**config.mk**
```make
export PLATFORM = sky130hd
export DESIGN_NAME = lapb_station_flat
export DESIGN_NICKNAME = d
export VERILOG_FILES = /design/src/lapb_pkg.sv /design/src/lapb_link_if.sv /design/src/lapb_classify.sv /design/src/lapb_station.sv /design/src/flat_wrapper.sv
export VERILOG_INCLUDE_DIRS = /design/src /design/src/src
export SDC_FILE = /design/constraint.sdc
export NUM_CORES = 1
export LEC_CHECK = 0
export BUFFER_PORTS_ARGS = -buffer_cell sky130_fd_sc_hd__buf_4
export CAP_MARGIN = 0
export CORE_MARGIN = 1
export CORE_UTILIZATION = 35
export DETAILED_ROUTE_END_ITERATION = 8
export HOLD_SLACK_MARGIN = 0.05
export PLACE_DENSITY_LB_ADDON = 0.15
export SLEW_MARGIN = 20
export SYNTH_ARGS = -nofsm -noshare
export SYNTH_HDL_FRONTEND = slang
export SYNTH_SLANG_ARGS = --single-unit
```
**constraint.sdc**
```tcl
create_clock -name i_clk -period 4.9 [get_ports i_clk]
set_input_delay 0.245 -clock i_clk [delete_from_list [all_inputs] [get_ports i_clk]]
set_output_delay 0.245 -clock i_clk [all_outputs]
set_load 0.1 [all_outputs]
```
**src/lapb_regs.svh**
```systemverilog
// constants for the link frame procedure engine and its peer end
// assumes: included by bare name; one 200 MHz clock, sync reset
//
// Summary of operation
// - classify frames; wrong role is undefined
// - no I-frame before set-up completes
// - I-frames only on host transmit request
// - establish command sends SABM/SABME, awaits UA
// - received SABM/SABME answered by UA
// - release sends DISC; UA or DM completes
// - DISC sent or received blocks I-frames
// - received DISC answered by UA
// - N(R) acknowledges all earlier N(S)
// - busy-clear command sends RR, ends busy
// - out-of-sequence I-frame triggers REJ; code sends FRMR instead if N(S) is half the modulus or more past V(R)
// - busy-set sends RNR; RNR while busy
// - RNR stops I-frames until RR
// - resend SABM/SABME on each T1 expiry
// - resend DISC; N2 failures mean disconnected
// - DM refuses set-up; unsolicited F=0 invites
// - FRMR for unrecoverable frame errors
// - N(R) valid only from V(A) to V(S)
// - after FRMR, error recovery until set-up
// - X.75 mode reports other errors, W=1
// - FRMR field: control, V(S), C/R, V(R), WXYZ
// - UI/TEST/XID need option bit, else undefined
`ifndef LAPB_REGS_SVH
`define LAPB_REGS_SVH

`define ADR_CMD 4'h0
`define ADR_CFG 4'h4
`define ADR_STAT 4'h8
`define ADR_T1 4'hc

`define CMD_W 6
`define CMD_TX1 0
`define CMD_TX2 1
`define CMD_EST 2
`define CMD_REL 3
`define CMD_BSET 4
`define CMD_BCLR 5

`define CFG_MOD128 0
`define CFG_X75 1
`define CFG_OPT 2
`define CFG_N2 15:8
`define N2_RST 8'h03
`define T1_RST 16'h0400

`define U_PF_MASK 8'hef
`define U_SABM 8'h2f
`define U_SABME 8'h6f
`define U_DM 8'h0f
`define U_FRMR 8'h87
`define U_DISC 8'h43
`define U_UA 8'h63
`define U_UI 8'h03
`define U_XID 8'haf
`define U_TEST 8'he3
`define S_RR 8'h01
`define S_RNR 8'h05
`define S_REJ 8'h09

`define MASK8 7'h07
`define MASK128 7'h7f
`define BUF_ONE 8'h01
`define BUF_TWO 8'h02

`endif

```
**src/lapb_pkg.sv**
```systemverilog
// types shared by both link ends and the frame classifier
// assumes: nothing beyond the constants header
package lapb_pkg;

  typedef enum logic [3:0] {
    fk_i, fk_rr, fk_rnr, fk_rej, fk_sabm, fk_disc, fk_ua, fk_dm,
    fk_frmr, fk_ui, fk_xid, fk_test, fk_undef
  } frame_kind_t;

  // one frame as seen above the bit framing layer
  typedef struct packed {
    logic [15:0] ctrl;
    logic resp;
    logic has_info;
    logic oversize;
    logic [39:0] info;
  } frame_t;

  typedef enum logic [2:0] {
    st_disc, st_setup, st_info, st_release, st_err
  } link_state_t;

  typedef struct packed {
    link_state_t state;
    logic [6:0] vs;
    logic [6:0] va;
    logic [6:0] vr;
    logic local_busy;
    logic remote_busy;
    logic refused;
    logic [7:0] retry;
    logic [15:0] t1_cnt;
    logic [5:0] pend;
    logic mod128;
    logic x75;
    logic opt_en;
    logic [7:0] n2;
    logic [15:0] t1_load;
    logic tx_valid;
    frame_t tx_frame;
    logic wb_ack;
    logic [31:0] wb_dat;
  } station_state_t;

  typedef struct packed {
    logic remote_busy;
    logic rcv_valid;
    frame_t rcv_frame;
  } peer_state_t;

endpackage

```
**src/lapb_link_if.sv**
```systemverilog
// frame-level link joining the station and the remote peer
// assumes: both ends on the same clock; valid/ready per direction
`timescale 1ns/1ps
interface lapb_link_if;
  import lapb_pkg::*;
  logic s2p_valid;
  logic s2p_ready;
  frame_t s2p_frame;
  logic p2s_valid;
  logic p2s_ready;
  frame_t p2s_frame;

  modport station (
    output s2p_valid, s2p_frame, p2s_ready,
    input s2p_ready, p2s_valid, p2s_frame
  );
  modport peer (
    input s2p_valid, s2p_frame, p2s_ready,
    output s2p_ready, p2s_valid, p2s_frame
  );
endinterface

```
**src/lapb_classify.sv**
```systemverilog
// combinational control field decoder
// assumes: first control octet in ctrl[7:0], second in ctrl[15:8]
`timescale 1ns/1ps
`include "lapb_regs.svh"
module lapb_classify import lapb_pkg::*; (
  input wire logic [15:0] i_ctrl,
  input wire logic i_resp,
  input wire logic i_has_info,
  input wire logic i_mod128,
  input wire logic i_opt_en,
  output frame_kind_t o_kind,
  output logic o_undef,
  output logic o_info_bad
);
  frame_kind_t kind;
  logic cmd_ok;
  logic rsp_ok;
  logic info_ok;

  always_comb begin
    kind = fk_undef;
    cmd_ok = 1'b1;
    rsp_ok = 1'b1;
    info_ok = 1'b0;
    if (!i_ctrl[0]) begin
      kind = fk_i;
      rsp_ok = 1'b0;
      info_ok = 1'b1;
    end else if (!i_ctrl[1]) begin
      if (!i_mod128 || i_ctrl[7:4] == 4'h0) begin
        case ({4'h0, i_ctrl[3:0]})
          `S_RR: kind = fk_rr;
          `S_RNR: kind = fk_rnr;
          `S_REJ: kind = fk_rej;
          default: kind = fk_undef;
        endcase
      end
    end else begin
      case (i_ctrl[7:0] & `U_PF_MASK)
        `U_SABM: if (!i_mod128) kind = fk_sabm;
        `U_SABME: if (i_mod128) kind = fk_sabm;
        `U_DISC: kind = fk_disc;
        `U_UA: kind = fk_ua;
        `U_DM: kind = fk_dm;
        `U_FRMR: kind = fk_frmr;
        // optional frames gated by option bit
        `U_UI: if (i_opt_en) kind = fk_ui;
        `U_XID: if (i_opt_en) kind = fk_xid;
        `U_TEST: if (i_opt_en) kind = fk_test;
        default: kind = fk_undef;
      endcase
      rsp_ok = kind inside {fk_ua, fk_dm, fk_frmr, fk_ui, fk_xid,
                            fk_test};
      cmd_ok = kind inside {fk_sabm, fk_disc, fk_ui, fk_xid, fk_test};
      info_ok = kind inside {fk_frmr, fk_ui, fk_xid, fk_test};
    end
    o_info_bad = i_has_info && !info_ok && kind != fk_undef;
    o_undef = kind == fk_undef || (i_resp ? !rsp_ok : !cmd_ok) ||
              o_info_bad;
    o_kind = o_undef ? fk_undef : kind;
  end
endmodule

```
**src/lapb_station.sv**
```systemverilog
// station end: frame procedure engine with a Wishbone register port
// assumes: classic Wishbone master; peer end on the link interface
`timescale 1ns/1ps
`include "lapb_regs.svh"
module lapb_station import lapb_pkg::*; (
  input wire logic i_clk,
  input wire logic i_rst_n,
  lapb_link_if.station link,
  input wire logic i_wb_cyc,
  input wire logic i_wb_stb,
  input wire logic i_wb_we,
  input wire logic [3:0] i_wb_adr,
  input wire logic [31:0] i_wb_dat,
  input wire logic [3:0] i_wb_sel,
  output logic [31:0] o_wb_dat,
  output logic o_wb_ack
);
  station_state_t s;
  station_state_t next_s;
  frame_t rf;
  frame_kind_t kind;
  logic undef;
  logic info_bad;
  logic [`CMD_W-1:0] wr;
  logic [`CMD_W-1:0] served;
  logic [31:0] rdat;
  logic [6:0] mask;
  logic [6:0] nr;
  logic [6:0] ns;
  logic [6:0] nsd;
  logic pf;
  logic nr_ok;
  logic rx;
  logic t1_exp;
  logic go;
  logic frmr;
  logic [3:0] cause;
  frame_t snd;

  assign rf = link.p2s_frame;
  assign link.p2s_ready = !s.tx_valid;
  assign link.s2p_valid = s.tx_valid;
  assign link.s2p_frame = s.tx_frame;
  assign o_wb_ack = s.wb_ack;
  assign o_wb_dat = s.wb_dat;

  lapb_classify u_classify (
    .i_ctrl(rf.ctrl),
    .i_resp(rf.resp),
    .i_has_info(rf.has_info),
    .i_mod128(s.mod128),
    .i_opt_en(s.opt_en),
    .o_kind(kind),
    .o_undef(undef),
    .o_info_bad(info_bad)
  );

  function automatic frame_t mk_u(logic [7:0] code, logic p, logic r);
    mk_u = '0;
    mk_u.ctrl = {8'h00, code | {3'h0, p, 4'h0}};
    mk_u.resp = r;
  endfunction

  function automatic frame_t mk_s(logic [7:0] code, logic [6:0] n,
                                  logic m128);
    mk_s = '0;
    mk_s.ctrl = m128 ? {n, 1'b0, code} : {8'h00, n[2:0], 1'b0, code[3:0]};
    mk_s.resp = 1'b1;
  endfunction

  ////////////////////////////////////////////////////////////////////
  always_comb begin
    next_s = s;
    wr = '0;
    served = '0;
    rdat = 32'h0000_0000;
    go = 1'b0;
    frmr = 1'b0;
    cause = 4'h0;
    snd = '0;
    mask = s.mod128 ? `MASK128 : `MASK8;
    nr = s.mod128 ? rf.ctrl[15:9] : {4'h0, rf.ctrl[7:5]};
    ns = s.mod128 ? rf.ctrl[7:1] : {4'h0, rf.ctrl[3:1]};
    pf = (s.mod128 && kind inside {fk_i, fk_rr, fk_rnr, fk_rej}) ?
         rf.ctrl[8] : rf.ctrl[4];
    nr_ok = ((nr - s.va) & mask) <= ((s.vs - s.va) & mask);
    nsd = (ns - s.vr) & mask;
    rx = link.p2s_valid && !s.tx_valid;
    t1_exp = s.t1_cnt == 16'h0001 && !s.tx_valid && !rx;

    // register port: ack one cycle after request, then drop
    next_s.wb_ack = i_wb_cyc && i_wb_stb && !s.wb_ack;
    if (s.wb_ack && i_wb_cyc && i_wb_stb && i_wb_we) begin
      case (i_wb_adr)
        `ADR_CMD: if (i_wb_sel[0]) wr = i_wb_dat[`CMD_W-1:0];
        `ADR_CFG: begin
          if (i_wb_sel[0]) begin
            next_s.mod128 = i_wb_dat[`CFG_MOD128];
            next_s.x75 = i_wb_dat[`CFG_X75];
            next_s.opt_en = i_wb_dat[`CFG_OPT];
          end
          if (i_wb_sel[1]) next_s.n2 = i_wb_dat[`CFG_N2];
        end
        `ADR_T1: begin
          if (i_wb_sel[0]) next_s.t1_load[7:0] = i_wb_dat[7:0];
          if (i_wb_sel[1]) next_s.t1_load[15:8] = i_wb_dat[15:8];
        end
        default: ;
      endcase
    end else if (next_s.wb_ack && !i_wb_we) begin
      case (i_wb_adr)
        `ADR_CMD: rdat = {26'h000_0000, s.pend};
        `ADR_CFG: rdat = {16'h0000, s.n2, 5'h00, s.opt_en, s.x75,
                          s.mod128};
        `ADR_STAT: rdat = {1'b0, s.va, 1'b0, s.vr, 1'b0, s.vs, 2'h0,
                           s.refused, s.remote_busy, s.local_busy,
                           s.state};
        `ADR_T1: rdat = {16'h0000, s.t1_load};
        default: rdat = 32'h0000_0000;
      endcase
    end
    next_s.wb_dat = rdat;

    if (s.tx_valid && link.s2p_ready) next_s.tx_valid = 1'b0;
    // timer holds at a count of 1 while the link slot is busy
    if (s.t1_cnt != 16'h0000 && !(s.t1_cnt == 16'h0001 &&
        (s.tx_valid || rx))) next_s.t1_cnt = s.t1_cnt - 16'h0001;

    ////////////////////////////////////////////////////////////////////
    if (rx) begin
      if (undef) begin
        frmr = 1'b1;
        cause = {2'b00, info_bad, 1'b1};
      end else begin
        case (kind)
          fk_sabm: begin
            // answer set-up with UA, leaves recovery
            go = 1'b1;
            snd = mk_u(`U_UA, pf, 1'b1);
            next_s.state = st_info;
            next_s.vs = '0;
            next_s.va = '0;
            next_s.vr = '0;
            next_s.remote_busy = 1'b0;
            next_s.t1_cnt = '0;
          end
          fk_disc: begin
            // answer DISC with UA, link down
            go = 1'b1;
            snd = mk_u(`U_UA, pf, 1'b1);
            next_s.state = st_disc;
            next_s.t1_cnt = '0;
          end
          fk_ua: begin
            if (s.state == st_setup) begin
              next_s.state = st_info;
              next_s.vs = '0;
              next_s.va = '0;
              next_s.vr = '0;
              next_s.remote_busy = 1'b0;
              next_s.t1_cnt = '0;
            end else if (s.state == st_release) begin
              next_s.state = st_disc;
              next_s.t1_cnt = '0;
            end else if (s.state == st_info) begin
              frmr = 1'b1;
              cause = {3'b000, s.x75};
            end
          end
          fk_dm: begin
            if (s.state == st_setup || s.state == st_release) begin
              next_s.refused = s.state == st_setup;
              next_s.state = st_disc;
              next_s.t1_cnt = '0;
            end else if (s.state == st_disc && !pf) begin
              go = 1'b1;
              snd = mk_u(s.mod128 ? `U_SABME : `U_SABM, 1'b0, 1'b0);
              next_s.state = st_setup;
              next_s.retry = '0;
              next_s.t1_cnt = s.t1_load;
            end else if (s.state == st_info) begin
              frmr = 1'b1;
              cause = {3'b000, s.x75};
            end
          end
          fk_frmr: if (s.state == st_info) begin
            go = 1'b1;
            snd = mk_u(s.mod128 ? `U_SABME : `U_SABM, 1'b0, 1'b0);
            next_s.state = st_setup;
            next_s.retry = '0;
            next_s.t1_cnt = s.t1_load;
          end
          fk_i, fk_rr, fk_rnr, fk_rej: if (s.state == st_info) begin
            if (rf.oversize) begin
              frmr = 1'b1;
              cause = 4'b0100;
            end else if (!nr_ok) begin
              frmr = 1'b1;
              cause = 4'b1000;
            end else if (kind != fk_i && rf.resp && pf) begin
              frmr = 1'b1;
              cause = {3'b000, s.x75};
            end else if (kind == fk_i && nsd != 7'h00 &&
                         (s.mod128 ? nsd[6] : nsd[2])) begin
              frmr = 1'b1;
              cause = {3'b000, s.x75};
            end else begin
              next_s.va = nr;
              if (kind == fk_rnr) next_s.remote_busy = 1'b1;
              if (kind == fk_rr) next_s.remote_busy = 1'b0;
              // resend is left to the host, which watches V(S)
              if (kind == fk_rej) next_s.vs = nr;
              if (kind == fk_i) begin
                go = 1'b1;
                if (nsd != 7'h00) begin
                  snd = mk_s(`S_REJ, s.vr, s.mod128);
                end else if (s.local_busy) begin
                  snd = mk_s(`S_RNR, s.vr, s.mod128);
                end else begin
                  next_s.vr = (s.vr + 7'h01) & mask;
                  snd = mk_s(`S_RR, next_s.vr, s.mod128);
                end
              end
            end
          end
          default: ;
        endcase
      end
    end else if (!s.tx_valid) begin
      if (t1_exp) begin
        if (s.state == st_setup) begin
          go = 1'b1;
          snd = mk_u(s.mod128 ? `U_SABME : `U_SABM, 1'b0, 1'b0);
          next_s.t1_cnt = s.t1_load;
        end else if (s.retry + 8'h01 >= s.n2) begin
          // give up release, recovery by set-up
          if (s.state == st_err) begin
            go = 1'b1;
            snd = mk_u(s.mod128 ? `U_SABME : `U_SABM, 1'b0, 1'b0);
            next_s.state = st_setup;
            next_s.t1_cnt = s.t1_load;
          end else begin
            next_s.state = st_disc;
          end
          next_s.retry = '0;
        end else begin
          next_s.retry = s.retry + 8'h01;
          next_s.t1_cnt = s.t1_load;
          if (s.state == st_release) begin
            go = 1'b1;
            snd = mk_u(`U_DISC, 1'b0, 1'b0);
          end
        end
      end else if (s.pend[`CMD_EST]) begin
        served[`CMD_EST] = 1'b1;
        go = 1'b1;
        snd = mk_u(s.mod128 ? `U_SABME : `U_SABM, 1'b0, 1'b0);
        next_s.state = st_setup;
        next_s.refused = 1'b0;
        next_s.retry = '0;
        next_s.t1_cnt = s.t1_load;
      end else if (s.pend[`CMD_REL]) begin
        served[`CMD_REL] = 1'b1;
        go = 1'b1;
        snd = mk_u(`U_DISC, 1'b0, 1'b0);
        next_s.state = st_release;
        next_s.retry = '0;
        next_s.t1_cnt = s.t1_load;
      end else if (s.pend[`CMD_BSET]) begin
        served[`CMD_BSET] = 1'b1;
        go = 1'b1;
        snd = mk_s(`S_RNR, s.vr, s.mod128);
        next_s.local_busy = 1'b1;
      end else if (s.pend[`CMD_BCLR]) begin
        served[`CMD_BCLR] = 1'b1;
        go = 1'b1;
        snd = mk_s(`S_RR, s.vr, s.mod128);
        next_s.local_busy = 1'b0;
      end else if ((s.pend[`CMD_TX1] || s.pend[`CMD_TX2]) &&
                   s.state == st_info && !s.remote_busy &&
                   ((s.vs - s.va) & mask) != mask) begin
        // I-frame only when linked, asked, peer ready
        served[`CMD_TX1] = s.pend[`CMD_TX1];
        served[`CMD_TX2] = !s.pend[`CMD_TX1];
        go = 1'b1;
        snd.ctrl = s.mod128 ? {s.vr, 1'b0, s.vs, 1'b0} :
                   {8'h00, s.vr[2:0], 1'b0, s.vs[2:0], 1'b0};
        snd.has_info = 1'b1;
        snd.info[7:0] = s.pend[`CMD_TX1] ? `BUF_ONE : `BUF_TWO;
        next_s.vs = (s.vs + 7'h01) & mask;
      end
    end

    if (frmr) begin
      go = 1'b1;
      snd = mk_u(`U_FRMR, 1'b0, 1'b1);
      snd.has_info = 1'b1;
      snd.info = s.mod128 ?
        {4'h0, cause, s.vr, rf.resp, s.vs, 1'b0, rf.ctrl} :
        {16'h0000, 4'h0, cause, s.vr[2:0], rf.resp, s.vs[2:0], 1'b0,
         rf.ctrl[7:0]};
      next_s.state = st_err;
      next_s.retry = '0;
      next_s.t1_cnt = s.t1_load;
    end
    if (go) begin
      next_s.tx_valid = 1'b1;
      next_s.tx_frame = snd;
    end
    // a command written while served stays pending
    next_s.pend = (s.pend & ~served) | wr;
  end

  always_ff @(posedge i_clk) begin
    if (!i_rst_n) begin
      s <= '0;
      s.n2 <= `N2_RST;
      s.t1_load <= `T1_RST;
    end else begin
      s <= next_s;
    end
  end
endmodule

```
**src/flat_wrapper.sv**
```systemverilog
// flat-port wrapper written by rule: the top's interface ports become plain ports
module lapb_station_flat import lapb_pkg::*;
  (i_clk, i_rst_n, i_wb_cyc, i_wb_stb, i_wb_we, i_wb_adr, i_wb_dat, i_wb_sel, o_wb_dat, o_wb_ack, link_s2p_valid, link_s2p_frame, link_p2s_ready, link_s2p_ready, link_p2s_valid, link_p2s_frame);
  lapb_link_if link_i ();
  input wire logic i_clk;
  input wire logic i_rst_n;
  input wire logic i_wb_cyc;
  input wire logic i_wb_stb;
  input wire logic i_wb_we;
  input wire logic [3:0] i_wb_adr;
  input wire logic [31:0] i_wb_dat;
  input wire logic [3:0] i_wb_sel;
  output logic [31:0] o_wb_dat;
  output logic o_wb_ack;
  output wire logic [$bits(link_i.s2p_valid)-1:0] link_s2p_valid;
  output wire logic [$bits(link_i.s2p_frame)-1:0] link_s2p_frame;
  output wire logic [$bits(link_i.p2s_ready)-1:0] link_p2s_ready;
  input wire logic [$bits(link_i.s2p_ready)-1:0] link_s2p_ready;
  input wire logic [$bits(link_i.p2s_valid)-1:0] link_p2s_valid;
  input wire logic [$bits(link_i.p2s_frame)-1:0] link_p2s_frame;
  assign link_s2p_valid = link_i.s2p_valid;
  assign link_s2p_frame = link_i.s2p_frame;
  assign link_p2s_ready = link_i.p2s_ready;
  assign link_i.s2p_ready = link_s2p_ready;
  assign link_i.p2s_valid = link_p2s_valid;
  assign link_i.p2s_frame = link_p2s_frame;
  lapb_station u_core (.i_clk(i_clk), .i_rst_n(i_rst_n), .link(link_i), .i_wb_cyc(i_wb_cyc), .i_wb_stb(i_wb_stb), .i_wb_we(i_wb_we), .i_wb_adr(i_wb_adr), .i_wb_dat(i_wb_dat), .i_wb_sel(i_wb_sel), .o_wb_dat(o_wb_dat), .o_wb_ack(o_wb_ack));
endmodule
```
* Yosys cells after proc, flatten, opt, wreduce, memory -nomap -nowiden
Index checks and enable logic that the tools add are counted.
** Cells by class
- Multiplexer cells :: 200
- Eq/ne operators :: 83
- Bitwise operators :: 16
- Order comparisons :: 2
- Reductions and logical operators :: 76
- Add/sub/neg operators :: 7
** Operator list (count)
- 2-to-1 mux 59 bit :: 18
- one-hot mux 59 bit (4 select lines) :: 1
- 2-to-1 mux 16 bit :: 14
- 2-to-1 mux 51 bit :: 4
- 2-to-1 mux 24 bit :: 7
- 2-to-1 mux 21 bit :: 6
- one-hot mux 31 bit (4 select lines) :: 1
- 2-to-1 mux 7 bit :: 14
- 2-to-1 mux 25 bit :: 3
- 2-to-1 mux 1 bit :: 68
- 2-to-1 mux 4 bit :: 17
- one-hot mux 16 bit (4 select lines) :: 1
- one-hot mux 21 bit (3 select lines) :: 1
- 2-to-1 mux 60 bit :: 1
- 2-to-1 mux 50 bit :: 1
- 2-to-1 mux 3 bit :: 15
- equality test 4 x 3 -> 1 bit, second input constant :: 10
- equality test 4 bit, second input constant :: 9
- 2-to-1 mux 36 bit :: 1
- 2-to-1 mux 6 bit :: 6
- inequality test 3 bit, second input constant :: 12
- one-hot mux 4 bit (9 select lines) :: 1
- AND 7 bit :: 5
- 2-to-1 mux 8 bit :: 4
- 60 further kinds :: 164
** Storage, ports and cells
- Register bits :: 177
- Input bits :: 106
- Output and inout port bits :: 94

* Logic depth before layout (Yosys ltp)
Gate-level depths: netlist of the first run.
- Depth after elaboration :: 28
- Mapped depth :: 24
- Gate-level depth less buffers :: 22

* Cells and area by module
From an unflattened synthesis of the first run, not the netlist that was laid out.
** Second synthesis, totals
- Cell total of the unflattened synthesis :: 1295
- Area, all modules :: 10608.9 um2
** Modules (own cells, without submodules)
- lapb_station :: times used 1, cells an instance 1235, sequential area each 3383.2 um2, area an instance 10179.8 um2
- lapb_classify :: times used 1, cells an instance 60, sequential area each 0.0 um2, area an instance 429.2 um2

* Least setup slack after synthesis of the first run
Ideal clock, no wire load.
- Path kind :: register to register
- Start point :: reg u_core.s[119] (netlist bit)
- End point :: reg u_core.s (netlist bit u_core.link.s2p_frame[56])
- Library setup time :: 0.059 ns
- Period minus slack after synthesis :: 4.725 ns
- Data required time :: 4.841 ns
- Path buffers :: 4
- Arrival :: 4.666 ns
- Path slack :: 0.175 ns
- Stages on the path, launching flop included :: 25
- Path through :: dfxtp_1 clkbuf_1 clkbuf_1 a21oi_1 inv_1 ha_1 a21o_1 a21o_1 a21oi_1 nor2_1 nor2_1 xor2_1 nor2_1 ha_1 or3_1 o221ai_1 a21oi_1 or3_1 a211oi_2 o21ai_1 a21oi_1 and2_4 buf_6 buf_6 a221o_1
** Between the ends
- Cells in the longest elaborated chain, start to end :: 26
- Elaborated cells on any way between the ends :: 126
- Those cells by class :: add/sub (2); order compare (1); eq/ne (19); mux (74); bitwise (4); reduce/logical (26)
** RTL lines
- start, declared :: RTL line lapb_station.sv:18 : station_state_t s;
- start signal, assigned :: RTL line lapb_station.sv:320 : s <= next_s;
- 2-to-1 mux 4 bit (on tied branches) :: RTL line lapb_classify.sv:41, lapb_classify.sv:40
- one-hot mux 4 bit (9 select lines) :: RTL line lapb_classify.sv:39 : case (i_ctrl[7:0] & `U_PF_MASK)
- 2-to-1 mux 4 bit :: RTL line lapb_classify.sv:29 : end else if (!i_ctrl[1]) begin
- 2-to-1 mux 4 bit :: RTL line lapb_classify.sv:25 : if (!i_ctrl[0]) begin
- equality test 4 x 3 -> 1 bit, or another cell as far along :: RTL line lapb_classify.sv:52 : rsp_ok = kind inside {fk_ua, fk_dm, fk_frmr, fk_ui, fk_xid,
- nonzero test 6 bit, or another cell as far along :: RTL line lapb_classify.sv:52
- 2-to-1 mux 1 bit :: RTL line lapb_classify.sv:29
- 2-to-1 mux 1 bit :: RTL line lapb_classify.sv:25
- [10 not listed]
- 2-to-1 mux 59 bit or 2-to-1 mux 1 bit (tied branches) :: RTL line lapb_station.sv:200 : end else if (kind != fk_i && rf.resp && pf) begin
- 2-to-1 mux 59 bit or 2-to-1 mux 1 bit (tied branches) :: RTL line lapb_station.sv:197 : end else if (!nr_ok) begin
- 2-to-1 mux 59 bit or 2-to-1 mux 1 bit (tied branches) :: RTL line lapb_station.sv:194 : if (rf.oversize) begin
- 2-to-1 mux 59 bit or 2-to-1 mux 1 bit (tied branches) :: RTL line lapb_station.sv:193 : fk_i, fk_rr, fk_rnr, fk_rej: if (s.state == st_info) begin
- one-hot mux 59 bit (4 select lines), or another cell as far along :: RTL line lapb_station.sv:135 : case (kind)
- 2-to-1 mux 59 bit or 2-to-1 mux 1 bit (tied branches) :: RTL line lapb_station.sv:131 : if (undef) begin
- 2-to-1 mux 59 bit or 2-to-1 mux 1 bit (tied branches) :: RTL line lapb_station.sv:130 : if (rx) begin
- 2-to-1 mux 59 bit or 2-to-1 mux 1 bit (tied branches) :: RTL line lapb_station.sv:294 : if (frmr) begin
Parallel ways exist; a longest one is shown, timed or not. The select of a mux whose other input is x is not followed.
A chain may end at the register's enable or synchronous reset.

* Final worst setup path of the first run
- Start point :: reg u_core.s[119] (netlist bit)
- End point :: reg u_core.s[171] (netlist bit)
** Between the ends
- Cells in the longest elaborated chain, start to end :: 20
- Elaborated cells on any way between the ends :: 94
- Those cells by class :: add/sub (2); order compare (1); eq/ne (25); mux (37); bitwise (4); reduce/logical (25)
** RTL lines
- 2-to-1 mux 4 bit (on tied branches) :: RTL line lapb_classify.sv:41, lapb_classify.sv:40
- one-hot mux 4 bit (9 select lines) :: RTL line lapb_classify.sv:39
- 2-to-1 mux 4 bit :: RTL line lapb_classify.sv:29
- 2-to-1 mux 4 bit :: RTL line lapb_classify.sv:25
- equality test 4 x 3 -> 1 bit, or another cell as far along :: RTL line lapb_classify.sv:52
- nonzero test 6 bit, or another cell as far along :: RTL line lapb_classify.sv:52
- 2-to-1 mux 1 bit :: RTL line lapb_classify.sv:29
- 2-to-1 mux 1 bit :: RTL line lapb_classify.sv:25
- [4 not listed]
- 2-to-1 mux 4 bit :: RTL line lapb_classify.sv:60 : o_kind = o_undef ? fk_undef : kind;
- equality test 4 x 1 -> 1 bit, or another cell as far along :: RTL line lapb_station.sv:84, lapb_station.sv:135
- nonzero test 4 bit :: RTL line lapb_station.sv:84 : pf = (s.mod128 && kind inside {fk_i, fk_rr, fk_rnr, fk_rej}) ?
- logical AND 1 bit :: RTL line lapb_station.sv:84
- 2-to-1 mux 1 bit :: RTL line lapb_station.sv:84
- logical AND 1 bit :: RTL line lapb_station.sv:200
- inequality test 3 bit (no line)
- AND reduction 16 bit (no line)
Parallel ways exist; a longest one is shown, timed or not. The select of a mux whose other input is x is not followed.

==> metrics.md, run 1 <==
| Metric | Value |
|---|---|
| Hold wc startpoint | `i_wb_dat[11]` |
| Core Rows | `63` |
| Status | `complete, no violations` |
| Max Cap Violations | `0` |
| Reg-to-Reg Start | `u_core.s[119]$_SDFFE_PN0P_` |
| Cell variety after synth | `94` |
| Leading cell type by number of instances after synthesis | `dfxtp_1` |
| Minimum clock period | `4751 ps` |
| Worst slew pin tran | `950.4 ps` |
| N_diodes | `0` |
| Worst-path fanout max | `12` |
| Clk buf depth | `2` |
| Synth area leader | `dfxtp_1` |
| Vias in the first global route | `8883` |
| Tcrit/Tclk final | `96.97%` |
| Root Driver | `clkbuf_16` |
| R2R Path End | `u_core.s[171]$_SDFFE_PN0P_` |
| Pwr Density | `342.5 nW/um^2` |
| Register bit total from synthesis | `169` |
| Detailed Place HPWL | `26670 um` |
| Achievable Freq | `210.5 MHz` |
| Register area share after synthesis | `32.01%` |
| GRT Total Usage | `22.65%` |
| Area after DPL | `11490 um^2` |
| DIE AREA | `30900 um^2` |
| RD Place Congestion | `0.9114` |
| Design Area, Final | `12340 um^2` |
| Drt first-iter violations | `839` |
| CTS tree | `yes` |
| Vias | `9621` |
| Commonest cells in the synthesized netlist | `dfxtp_1, nor2_1, nand2_1` |
| Filler instances | `3068` |
| First-pass GRT wire length | `53410 um` |
| CP Class | `register to register` |
| Leakage power | `5.039 nW` |
| H-tree levels | `4` |
| CTS sink cnt | `169` |
| Worst setup EP type | `register` |
| Max Slew Vio Count | `0` |
| Drt via density | `5.526` |
| Worst hold path stage count | `3` |
| Pre-antenna DRT Iters | `5` |
| Core box area | `29640 um^2` |
| Top cell by count, worst path | `nor2_1` |
| Crit. Startpoint | `u_core.s[119]$_SDFFE_PN0P_` |
| EDFF count, synth | `0` |
| Mean Syn Cell Area | `8.258 um^2` |
| Most used DFF post-synth | `dfxtp_1` |
| Startpoint types | `register` |
| Slowest cell on crit path | `or4_4` |
| Skew final | `9.432 ps` |
| # setup viols final | `0` |
| Routed wire length per instance | `20.32 um` |
| PortBufs | `133` |
| Worst EP required | `5250 ps` |
| Synth top area share | `32.01%` |
| Hold Violations, Final | `0` |
| Post-route ant nets | `0` |
| Worst-path clk slew | `70 ps` |
| Insertion delay to the later sink of the worst-skew pair | `440 ps` |
| Total power draw | `0.004228 W` |
| Layout cell share with drive strength beyond 1 | `20.95%` |
| Ranking of synthesized cells by area | `dfxtp_1, buf_4, ha_1` |
| CTS buffer count | `17` |
| Rel. slew slack | `36.26%` |
| Post-Route WL | `35380 um` |
| Grt total ovfl | `0` |
| Post-Synthesis Cells | `1280` |
| Max VDD drop | `0.2289 mV` |
| Register-to-Register Setup Slack | `150 ps` |
| Hold Path Class | `primary input to register` |
| Register-to-Register Path Depth | `21` |
| Hold EP | `u_core.s[112]$_SDFFE_PN0P_` |
| Initial antenna violation count | `0` |
| Largest net degree at the start of global routing | `46` |
| Layout area overhead | `16.78%` |
| Fraction of registers with async set/reset | `0%` |
| Die Wd | `175.8 um` |
| Critical Path, Cell by Cell | `buf_4 -> a21oi_2 -> inv_1 -> ha_1 -> a21o_1 -> a21o_1 -> a21oi_2 -> nor2_1 -> nor2_1 -> xor2_1 -> nor2_1 -> ha_1 -> or3_1 -> o221ai_2 -> a21oi_2 -> or4_4 -> a2111o_1 -> a21oi_4 -> buf_12 -> nor2_1 -> a211oi_2` |
| CP max stage delay | `600 ps` |
| Nets | `1484` |
| Synthesized cell area | `10570 um^2` |
| I/O Pins | `200` |
| Worst endpoint data arrival time | `5110 ps` |
| Yosys Warn Count | `0` |
| Starting density of the core | `35.66%` |
| DRC Markers | `0` |
| Die Span Y | `175.8 um` |
[sequential cells by signal, indices dropped and copies added, names as in the netlist]
signal and flops:
u_core.o_wb_ack 1, u_core.link.s2p_frame 53, u_core.link.s2p_valid 1, u_core.o_wb_dat 30, u_core.s 84
[where the power goes]
group	total [W]	internal (W)	switching, W
combinational	0.00115	0.000420	0.000725
clock	0.00156	0.000919	0.000638
sequential	0.00153	0.00145	0.0000766
total	0.00423	0.00279	0.00144
[layer usage]
layer	part of all wire (%)	global-route usage, %	vias to the layer above
met5	0	0	-
li1	-	-	4655
met1	47	31.60	4625
met4	1.7	5.761	0
met2	46	35.92	301
met3	5.5	3.788	40
[worst max-delay path: cells and delay by family, from the launching register on]
| family | cells | cell delay [ps] |
|---|---|---|
| AOI/OAI and AO/OA | 9 | 1890 |
| xor gates and xnor gates | 1 | 170 |
| adders and majority gates | 2 | 510 |
| buffers and inverters | 3 | 420 |
| DFF | 1 | 390 |
| and+or+nand+nor | 6 | 1270 |
[what timing repair did]
action,CTS,global route
gates resized for setup,2,24
hold buffers,9,0
setup endpoints to repair,4,97
hold endpoints to repair,14,0
pin swaps,0,7
setup buffers,0,0
[area by class of cell]
| cell class | count | area, um^2 | area share (%) |
|---|---|---|---|
| Multi-Input combinational cell | 905 | 6103 | 49.44 |
| Tap cell | 390 | 488.0 | 3.953 |
| Timing Repair Buffer | 195 | 1511 | 12.24 |
| Clock inverter | 15 | 241.5 | 1.956 |
| Inverter | 50 | 187.7 | 1.520 |
| Clock buffer | 17 | 425.4 | 3.446 |
| Sequential cell | 169 | 3387 | 27.44 |
[layout by cell type, fill, tap and decap left out, types with 12 or more instances in the layout]
master,netlist,final
a21oi_1,81,76
ha_1,38,38
nor3_1,33,33
a22o_1,24,24
inv_1,49,48
and3_1,37,36
a21o_1,12,12
nand3_1,30,30
o2bb2ai_1,27,27
buf_4,95,184
nor2_1,125,124
mux2i_1,37,36
nand2_1,102,102
xnor2_1,21,21
and2_1,12,12
o21ai_0,50,47
a31oi_1,16,16
xor2_1,21,21
dfxtp_1,169,168
clkbuf_16,0,17
a22oi_1,28,28
[logic make-up after synthesis]
logic type / after synthesis / share of synthesized area (%)
simple gates: 435 / 20.95
other cells: 1 / 0.03548
flops: 169 / 32.01
fa+ha+maj: 40 / 4.877
xor+xnor: 42 / 3.480
buf+inv: 213 / 11.54
compound gates: 343 / 23.60
mux: 37 / 3.504
[per-stage QoR]
stage	hold WS [ps]	utilization (%)	worst slack (ps)	cells	TNS (ps)
after global routing	59.21	41.65	-79.12	1741	-1166
after detailed placement	455.2	38.76	49.73	1700	0
after global placement	445.1	38.76	23.21	1700	0
after CTS	50.10	41.34	2.984	1741	0
final	63.10	41.65	148.6	1741	0
after floorplan	370.1	-	175.2	1287	0
[worst max-delay path by stage]
stage | to | slack [ps] | cells past startpoint
floorplan | u_core.link.s2p_frame[56]$_SDFFE_PN0P_ | 180 | 24
global placement | u_core.s[129]$_SDFF_PN0_ | 20 | 22
detailed placement | u_core.link.s2p_frame[21]$_SDFFE_PN0P_ | 50 | 20
CTS | u_core.s[154]$_SDFFE_PN0P_ | 3 | 20
global route | u_core.link.s2p_valid$_SDFFE_PN0P_ | -80 | 22
finish | u_core.s[171]$_SDFFE_PN0P_ | 150 | 21
(Power assumes the default switching activity.)
==> run 2, diff against run 1 <==
- CORE_ASPECT_RATIO: unset -> 0.6
==> metrics.md, run 2 (synthesis gave the netlist of run 1 again) <==
| Metric | Value |
|---|---|
| Crit. Startpoint | `u_core.s[119]$_SDFFE_PN0P_` |
| Starting density of the core | `36.21% (+0.55 points)` |
| RD Place Congestion | `0.9479 (+4.0%)` |
| I/O Pins | `200 (unchanged)` |
| Hold Violations, Final | `0 (unchanged)` |
| PortBufs | `133 (unchanged)` |
| CP max stage delay | `550 ps (-50 ps)` |
| DRC Markers | `0 (unchanged)` |
| Post-CTS Setup Bufs | `0 (unchanged)` |
| Nets | `1501 (+1.1%)` |
| Dpl cells | `1720 (+1.2%)` |
| Achievable Freq | `213.8 MHz (+1.6%)` |
| Logic pwr share | `28.4% (+1.3 points)` |
| Core Rows | `48 (-24%)` |
| GRT Total Usage | `24.87% (+2.2 points)` |
| Core box area | `29190 um^2 (-1.5%)` |
| Largest register FFs | `84 (unchanged)` |
| Reg power frac | `36.4% (+0.3 points)` |
| First-pass GRT wire length | `56520 um (+5.8%)` |
| Area after DPL | `11610 um^2 (+1.1%)` |
| Post-Route WL | `38210 um (+8.0%)` |
| Insertion delay to the later sink of the worst-skew pair | `470 ps (+30 ps)` |
| Design Area, Final | `12480 um^2 (+1.1%)` |
| Hold_ws | `71.42 ps (+8.323 ps)` |
| Most common cell after layout, fill and taps aside | `buf_4` |
| Max Slew Vio Count | `0 (unchanged)` |
| Vias in the first global route | `9024 (+1.6%)` |
| # setup viols final | `0 (unchanged)` |
| Routed wire length per instance | `21.62 um (+6.4%)` |
| Crit path capture | `u_core.s[176]$_SDFFE_PN0P_` |
| Leakage power | `5.110 nW (+1.4%)` |
| Critical Path, Cell by Cell | `buf_4 -> a21oi_2 -> inv_1 -> buf_4 -> fa_1 -> a21o_1 -> a21oi_2 -> o21bai_1 -> a21oi_1 -> xnor2_1 -> nor2_1 -> ha_1 -> nand4_1 -> nor2_4 -> a21oi_1 -> or3_1 -> a211oi_2 -> buf_4 -> nor2_1 -> or4_4 -> a31oi_2 -> nor2_1` |
| Status | `complete, no violations` |
| Layout cell share with drive strength beyond 1 | `21.21% (+0.27 points)` |
| Die Span Y | `136.6 um (-22%)` |
| Worst EP required | `5260 ps (about the same)` |
| CP Class | `register to register` |
| CTS tree | `yes` |
| Sw frac | `35.57% (+1.5 points)` |
| Register-to-Register Path Depth | `22 (+4.8%)` |
| Rel. slew slack | `31.48% (-4.8 points)` |
| Clk network pwr share | `35.1% (-1.7 points)` |
| N_diodes | `0 (unchanged)` |
| Clk buf depth | `2 (unchanged)` |
| Register-to-Register Setup Slack | `220 ps (+70 ps)` |
| CTS buffer count | `17 (unchanged)` |
| Hold Path Class | `primary input to register` |
| Total power draw | `0.004194 W (-0.80%)` |
| Final Non-Filler Cells | `1767 (+1.5%)` |
| R2R Path End | `u_core.s[176]$_SDFFE_PN0P_` |
| Tcrit/Tclk final | `95.47% (-1.5 points)` |
| Worst-path fanout max | `5 (-7)` |
| Pre-antenna DRT Iters | `5 (unchanged)` |
| Grt total ovfl | `0 (unchanged)` |
| Root Driver | `clkbuf_16` |
| Final WS setup | `221.9 ps (+73.26 ps)` |
| H-tree levels | `4 (unchanged)` |
| Largest reg by FF count | `u_core.s` |
| Reg-to-Reg Start | `u_core.s[119]$_SDFFE_PN0P_` |
| Drt first-iter violations | `1092 (+30%)` |
| Minimum clock period | `4678 ps (-73.26 ps)` |
| Startpoint types | `register` |
| Worst endpoint data arrival time | `5040 ps (-70 ps)` |
| Skew final | `12.03 ps (+2.594 ps)` |
| Vias | `9941 (+3.3%)` |
| Initial antenna violation count | `0 (unchanged)` |
| Detailed Place HPWL | `29150 um (+9.3%)` |
| Max VDD drop | `0.2523 mV (+10%)` |
| Worst slew pin tran | `1022 ps (+71.17 ps)` |
| RSZ-0062 raised after global routing | `true` |
| Die Wd | `226.4 um (+29%)` |
| Worst setup EP type | `register` |
| Largest net degree at the start of global routing | `35 (-24%)` |
| CTS sink cnt | `169 (unchanged)` |
| Worst-path clk slew | `80 ps (about the same)` |
| Internal power | `0.002702 W (-3.1%)` |
| Pre-CTS setup slack | `-30.76 ps (-80.49 ps)` |
| Slowest cell on crit path | `or4_4` |
| Post-route ant nets | `0 (unchanged)` |
| Pwr Density | `336.1 nW/um^2 (-1.9%)` |
| Max Cap Violations | `0 (unchanged)` |
| Commonest cells after routing, fill and taps aside | `buf_4, dfxtp_1, nor2_1` |
| Drt via density | `5.626 (+1.8%)` |
| Net Switching | `0.001492 W (+3.6%)` |
| Layout area overhead | `18.04%` |
| DIE AREA | `30920 um^2 (about the same)` |
==> run 2: cell count changes in the layout (fill, tap and decap cells not counted), moves of 3 or more <==
| cell | delta |
|---|---|
| dlygate4sd3_1 | +7 |
| nor3_1 | -3 |
| nor3_2 | +3 |
| buf_4 | +6 |
| buf_12 | +3 |
==> run 2: worst max-delay path: cells and delay by family (launching register included) <==
family | cells | cell delay [ps]
flip-flops | 1 | 390
AND/OR/NAND/NOR | 7 | 1390
XOR/XNOR | 1 | 150
buffers and inverters | 4 | 560
AO/OA/AOI/OAI | 8 | 1310
adder cells (fa/ha/maj) | 2 | 770
==> run 2: power by group through the flow <==
stage                     logic [W]  registers (W)  clock network [W]
after global routing        0.00130        0.00153            0.00154
after floorplan            0.000889        0.00154                  0
final                       0.00119        0.00153            0.00147
after CTS                   0.00117        0.00152            0.00150
after detailed placement    0.00115        0.00156                  0
after global placement      0.00114        0.00155                  0
==> run 2: how the worst min path moves through the flow <==
stage,start,endpoint,slack (ps),cells past startpoint
6_report,link_p2s_frame[51],u_core.link.s2p_frame[8]$_SDFFE_PN0P_,70,2
5_1_grt,link_p2s_frame[51],u_core.link.s2p_frame[8]$_SDFFE_PN0P_,70,2
4_1_cts,link_p2s_frame[53],u_core.link.s2p_frame[10]$_SDFFE_PN0P_,60,3
3_5_place_dp,u_core.link.s2p_frame[10]$_SDFFE_PN0P_,u_core.link.s2p_frame[10]$_SDFFE_PN0P_,450,1
3_3_place_gp,u_core.link.s2p_frame[16]$_SDFFE_PN0P_,u_core.link.s2p_frame[16]$_SDFFE_PN0P_,440,1
2_1_floorplan,i_wb_dat[10],u_core.s[103]$_SDFFE_PN1P_,370,2
==> run 2: through the flow <==
stage	utilization (%)	TNS, ps
final	42.75	0
after CTS	42.43	0
after detailed placement	39.78	-70.73
after global routing	42.75	-88.66
after global placement	39.78	0
after floorplan	-	0
==> run 2: routing by layer <==
| metal | vias to the layer above | GRT usage, % | wire length [um] |
|---|---|---|---|
| met2 | 448 | 30.95 | 14050 |
| met5 | - | 0.4839 | 0 |
| li1 | 4676 | - | - |
| met3 | 46 | 7.170 | 3730 |
| met1 | 4771 | 39.31 | 19820 |
| met4 | 0 | 6.944 | 609 |
==> run 2: layout make-up <==
class	count	area (um^2)
multi-input combinational	905	6093
tap	400	500.5
clock inverter	13	181.4
timing repair buffer	212	1698
fill	3005	16710
inverter	50	187.7
sequential	169	3387
clock buffer	18	429.2
==> run 2: timing repair <==
action,in CTS,in global routing
gates resized for setup,1,26
hold buffers,16,0
pin swaps,0,5
hold endpoints to repair,31,0
endpoints found under the setup margin,12,100
==> run 3, diff against run 2 <==
- CORE_UTILIZATION: 35 -> 51
- GPL_TIMING_DRIVEN: unset -> 0
==> metrics.md, run 3 (synthesis gave the netlist of run 1 again) <==
| Metric | Value |
|---|---|
| Status | `finished with violations` |
| Failing checks | `negative setup slack` |
| Largest net degree at the start of global routing | `20 (-43%)` |
| CP Class | `register to register` |
| Root Driver | `clkbuf_16` |
| Achievable Freq | `202.4 MHz (-5.3%)` |
| Hold Path Class | `primary input to register` |
| Tcrit/Tclk final | `100.8% (+5.3 points)` |
| Total power draw | `0.004172 W (-0.53%)` |
| Starting density of the core | `52.41% (+16 points)` |
| CTS tree | `yes` |
| Routed wire length per instance | `22.13 um (+2.4%)` |
| Net Switching | `0.001567 W (+5.0%)` |
| Pre-CTS setup slack | `-1481 ps (-1451 ps)` |
| Internal power | `0.002605 W (-3.6%)` |
| Core Rows | `40 (-17%)` |
| Core box area | `20170 um^2 (-31%)` |
| Reg power frac | `36.3% (about the same)` |
| CTS buffer count | `17 (unchanged)` |
| First-pass GRT wire length | `57970 um (+2.6%)` |
| Hold Violations, Final | `0 (unchanged)` |
| Largest reg by FF count | `u_core.s` |
| Logic pwr share | `30.3% (+1.9 points)` |
| Post-route ant nets | `0 (unchanged)` |
| Worst slew pin tran | `1179 ps (+157.7 ps)` |
| Layout area overhead | `23.83%` |
| Worst EP required | `5240 ps (-20 ps)` |
| Max Cap Violations | `0 (unchanged)` |
| FF/Latch Area | `3391 um^2 (+0.11%)` |
| Vias | `10750 (+8.1%)` |
| Leakage power | `5.553 nW (+8.7%)` |
| Insertion delay to the later sink of the worst-skew pair | `460 ps (about the same)` |
| Multi-input gate area | `6200 um^2 (+1.7%)` |
| Sw frac | `37.55% (+2.0 points)` |
| Largest register FFs | `84 (unchanged)` |
| Rel. slew slack | `20.67% (-11 points)` |
| Layout cell share with drive strength beyond 1 | `25.61% (+4.4 points)` |
| Vias in the first global route | `9748 (+8.0%)` |
| PortBufs | `128 (-3.8%)` |
| Post-Route WL | `38890 um (+1.8%)` |
| Die Wd | `187.9 um (-17%)` |
| Initial antenna violation count | `1 (+1)` |
| DRC Markers | `0 (unchanged)` |
| Max VDD drop | `0.2393 mV (-5.2%)` |
| N_diodes | `0 (unchanged)` |
| Worst-path clk slew | `80 ps (about the same)` |
| DIE AREA | `21320 um^2 (-31%)` |
| CTS sink cnt | `169 (unchanged)` |
| H-tree levels | `4 (unchanged)` |
| Pwr Density | `318.7 nW/um^2 (-5.2%)` |
| Minimum clock period | `4940 ps (+261.6 ps)` |
| Nets | `1617 (+7.7%)` |
| Filler instances | `1721 (-43%)` |
| Skew final | `13.61 ps (+1.581 ps)` |
| I/O Pins | `200 (unchanged)` |
| Grt total ovfl | `0 (unchanged)` |
| Clk buf depth | `2 (unchanged)` |
| Drt via density | `6.118 (+8.7%)` |
| Commonest cells after routing, fill and taps aside | `buf_4, dfxtp_1, nor2_1` |
| RSZ-0062 raised after global routing | `true` |
| Clk network pwr share | `33.4% (-1.7 points)` |
| Final WS setup | `-39.67 ps (-261.6 ps)` |
| Detailed Place HPWL | `28980 um (-0.59%)` |
| Startpoint types | `register` |
| Pre-antenna DRT Iters | `6 (+1)` |
| GRT Total Usage | `36.04% (+11 points)` |
| Worst endpoint data arrival time | `5280 ps (+240 ps)` |
| Max Slew Vio Count | `0 (unchanged)` |
| Most common cell after layout, fill and taps aside | `buf_4` |
| # setup viols final | `1 (+1)` |
| Die Span Y | `113.5 um (-17%)` |
| Worst setup EP type | `register` |
| Worst-path fanout max | `10 (+5)` |
| RD Place Congestion | `0.9947 (+4.9%)` |
| Drt first-iter violations | `1235 (+13%)` |
## run 3: cell count changes in the layout (fill, tap and decap cells not counted), sizes merged
| cell | before | now |
|---|---|---|
| clkinvlp | 0 | 1 |
| inv | 57 | 59 |
| bufinv | 3 | 0 |
| clkbuf | 18 | 61 |
| buf | 196 | 272 |
| clkinv | 3 | 5 |
| dlygate4sd3 | 16 | 12 |
## run 3: metrics by stage
step                instances  util, %  cell area [um^2]  TNS (ps)  hold WS, ps
finish                   1757    64.89             13090    -39.67        56.28
detailed placement       1689    59.08             11920   -125240        440.3
global route             1757    64.89             13090     -2150        66.96
floorplan                1287        -             10600         0        370.1
CTS                      1739    63.57             12820         0        50.99
global placement         1688    59.00             11900   -128390        438.1
## run 3: critical path, stage by stage, from the launching register on
cell,delay [ps]
dfxtp_1,690
ha_1,340
nor2b_1,140
o31a_1,280
o311ai_1,530
nand2_1,130
ha_2,210
or3_4,370
o221ai_4,200
a21oi_4,110
or3_4,410
a211oi_4,310
buf_4,190
buf_4,110
nor2_1,30
or4_1,510
a31oi_1,190
nor2_1,60
## run 3: path summary, 6_finish.rpt
path | slack (ps) | startpoint | to | cells past startpoint
min reg2reg | 450 | u_core.link.s2p_frame[16]$_SDFFE_PN0P_ | u_core.link.s2p_frame[16]$_SDFFE_PN0P_ | 1
max | -40 | u_core.s[168]$_SDFFE_PN0P_ | u_core.s[176]$_SDFFE_PN0P_ | 17
min | 60 | i_wb_dat[4] | u_core.s[124]$_SDFF_PN0_ | 3
max reg2reg | -40 | u_core.s[168]$_SDFFE_PN0P_ | u_core.s[176]$_SDFFE_PN0P_ | 17
## run 3: final cells by class
type | count | area share, %
clock inverters | 15 | 1.281
well taps | 273 | 2.610
multi-input cells | 905 | 47.37
plain buffers | 162 | 8.326
clock buffers | 17 | 3.250
repair buffers | 166 | 9.827
flip-flops and latches | 169 | 25.91
inverters | 50 | 1.434
## run 3: power by group through the flow
stage,clock network [W],registers (W),logic (W)
floorplan,0,0.00154,0.000889
global placement,0,0.00154,0.00117
detailed placement,0,0.00154,0.00117
CTS,0.00140,0.00151,0.00121
global route,0.00145,0.00152,0.00135
finish,0.00139,0.00151,0.00126
## run 3: per-layer routing
layer | wire [um] | vias to the layer above | share of wire (%) | GRT usage, %
li1 | - | 4918 | - | -
met1 | 17690 | 5042 | 45 | 52.10
met2 | 14790 | 720 | 38 | 47.28
met3 | 5732 | 65 | 15 | 16.03
met4 | 603 | 4 | 1.6 | 8.943
met5 | 82 | - | 0.21 | 2.489
## run 3: repair_timing
| item | 4_1_cts | 5_1_grt |
|---|---|---|
| setup endpoints to repair | 103 | 99 |
| resized for setup | 41 | 28 |
| hold buffers | 12 | 0 |
| setup buffers | 6 | 19 |
| pin swaps | 3 | 21 |
| hold endpoints to repair | 20 | 0 |
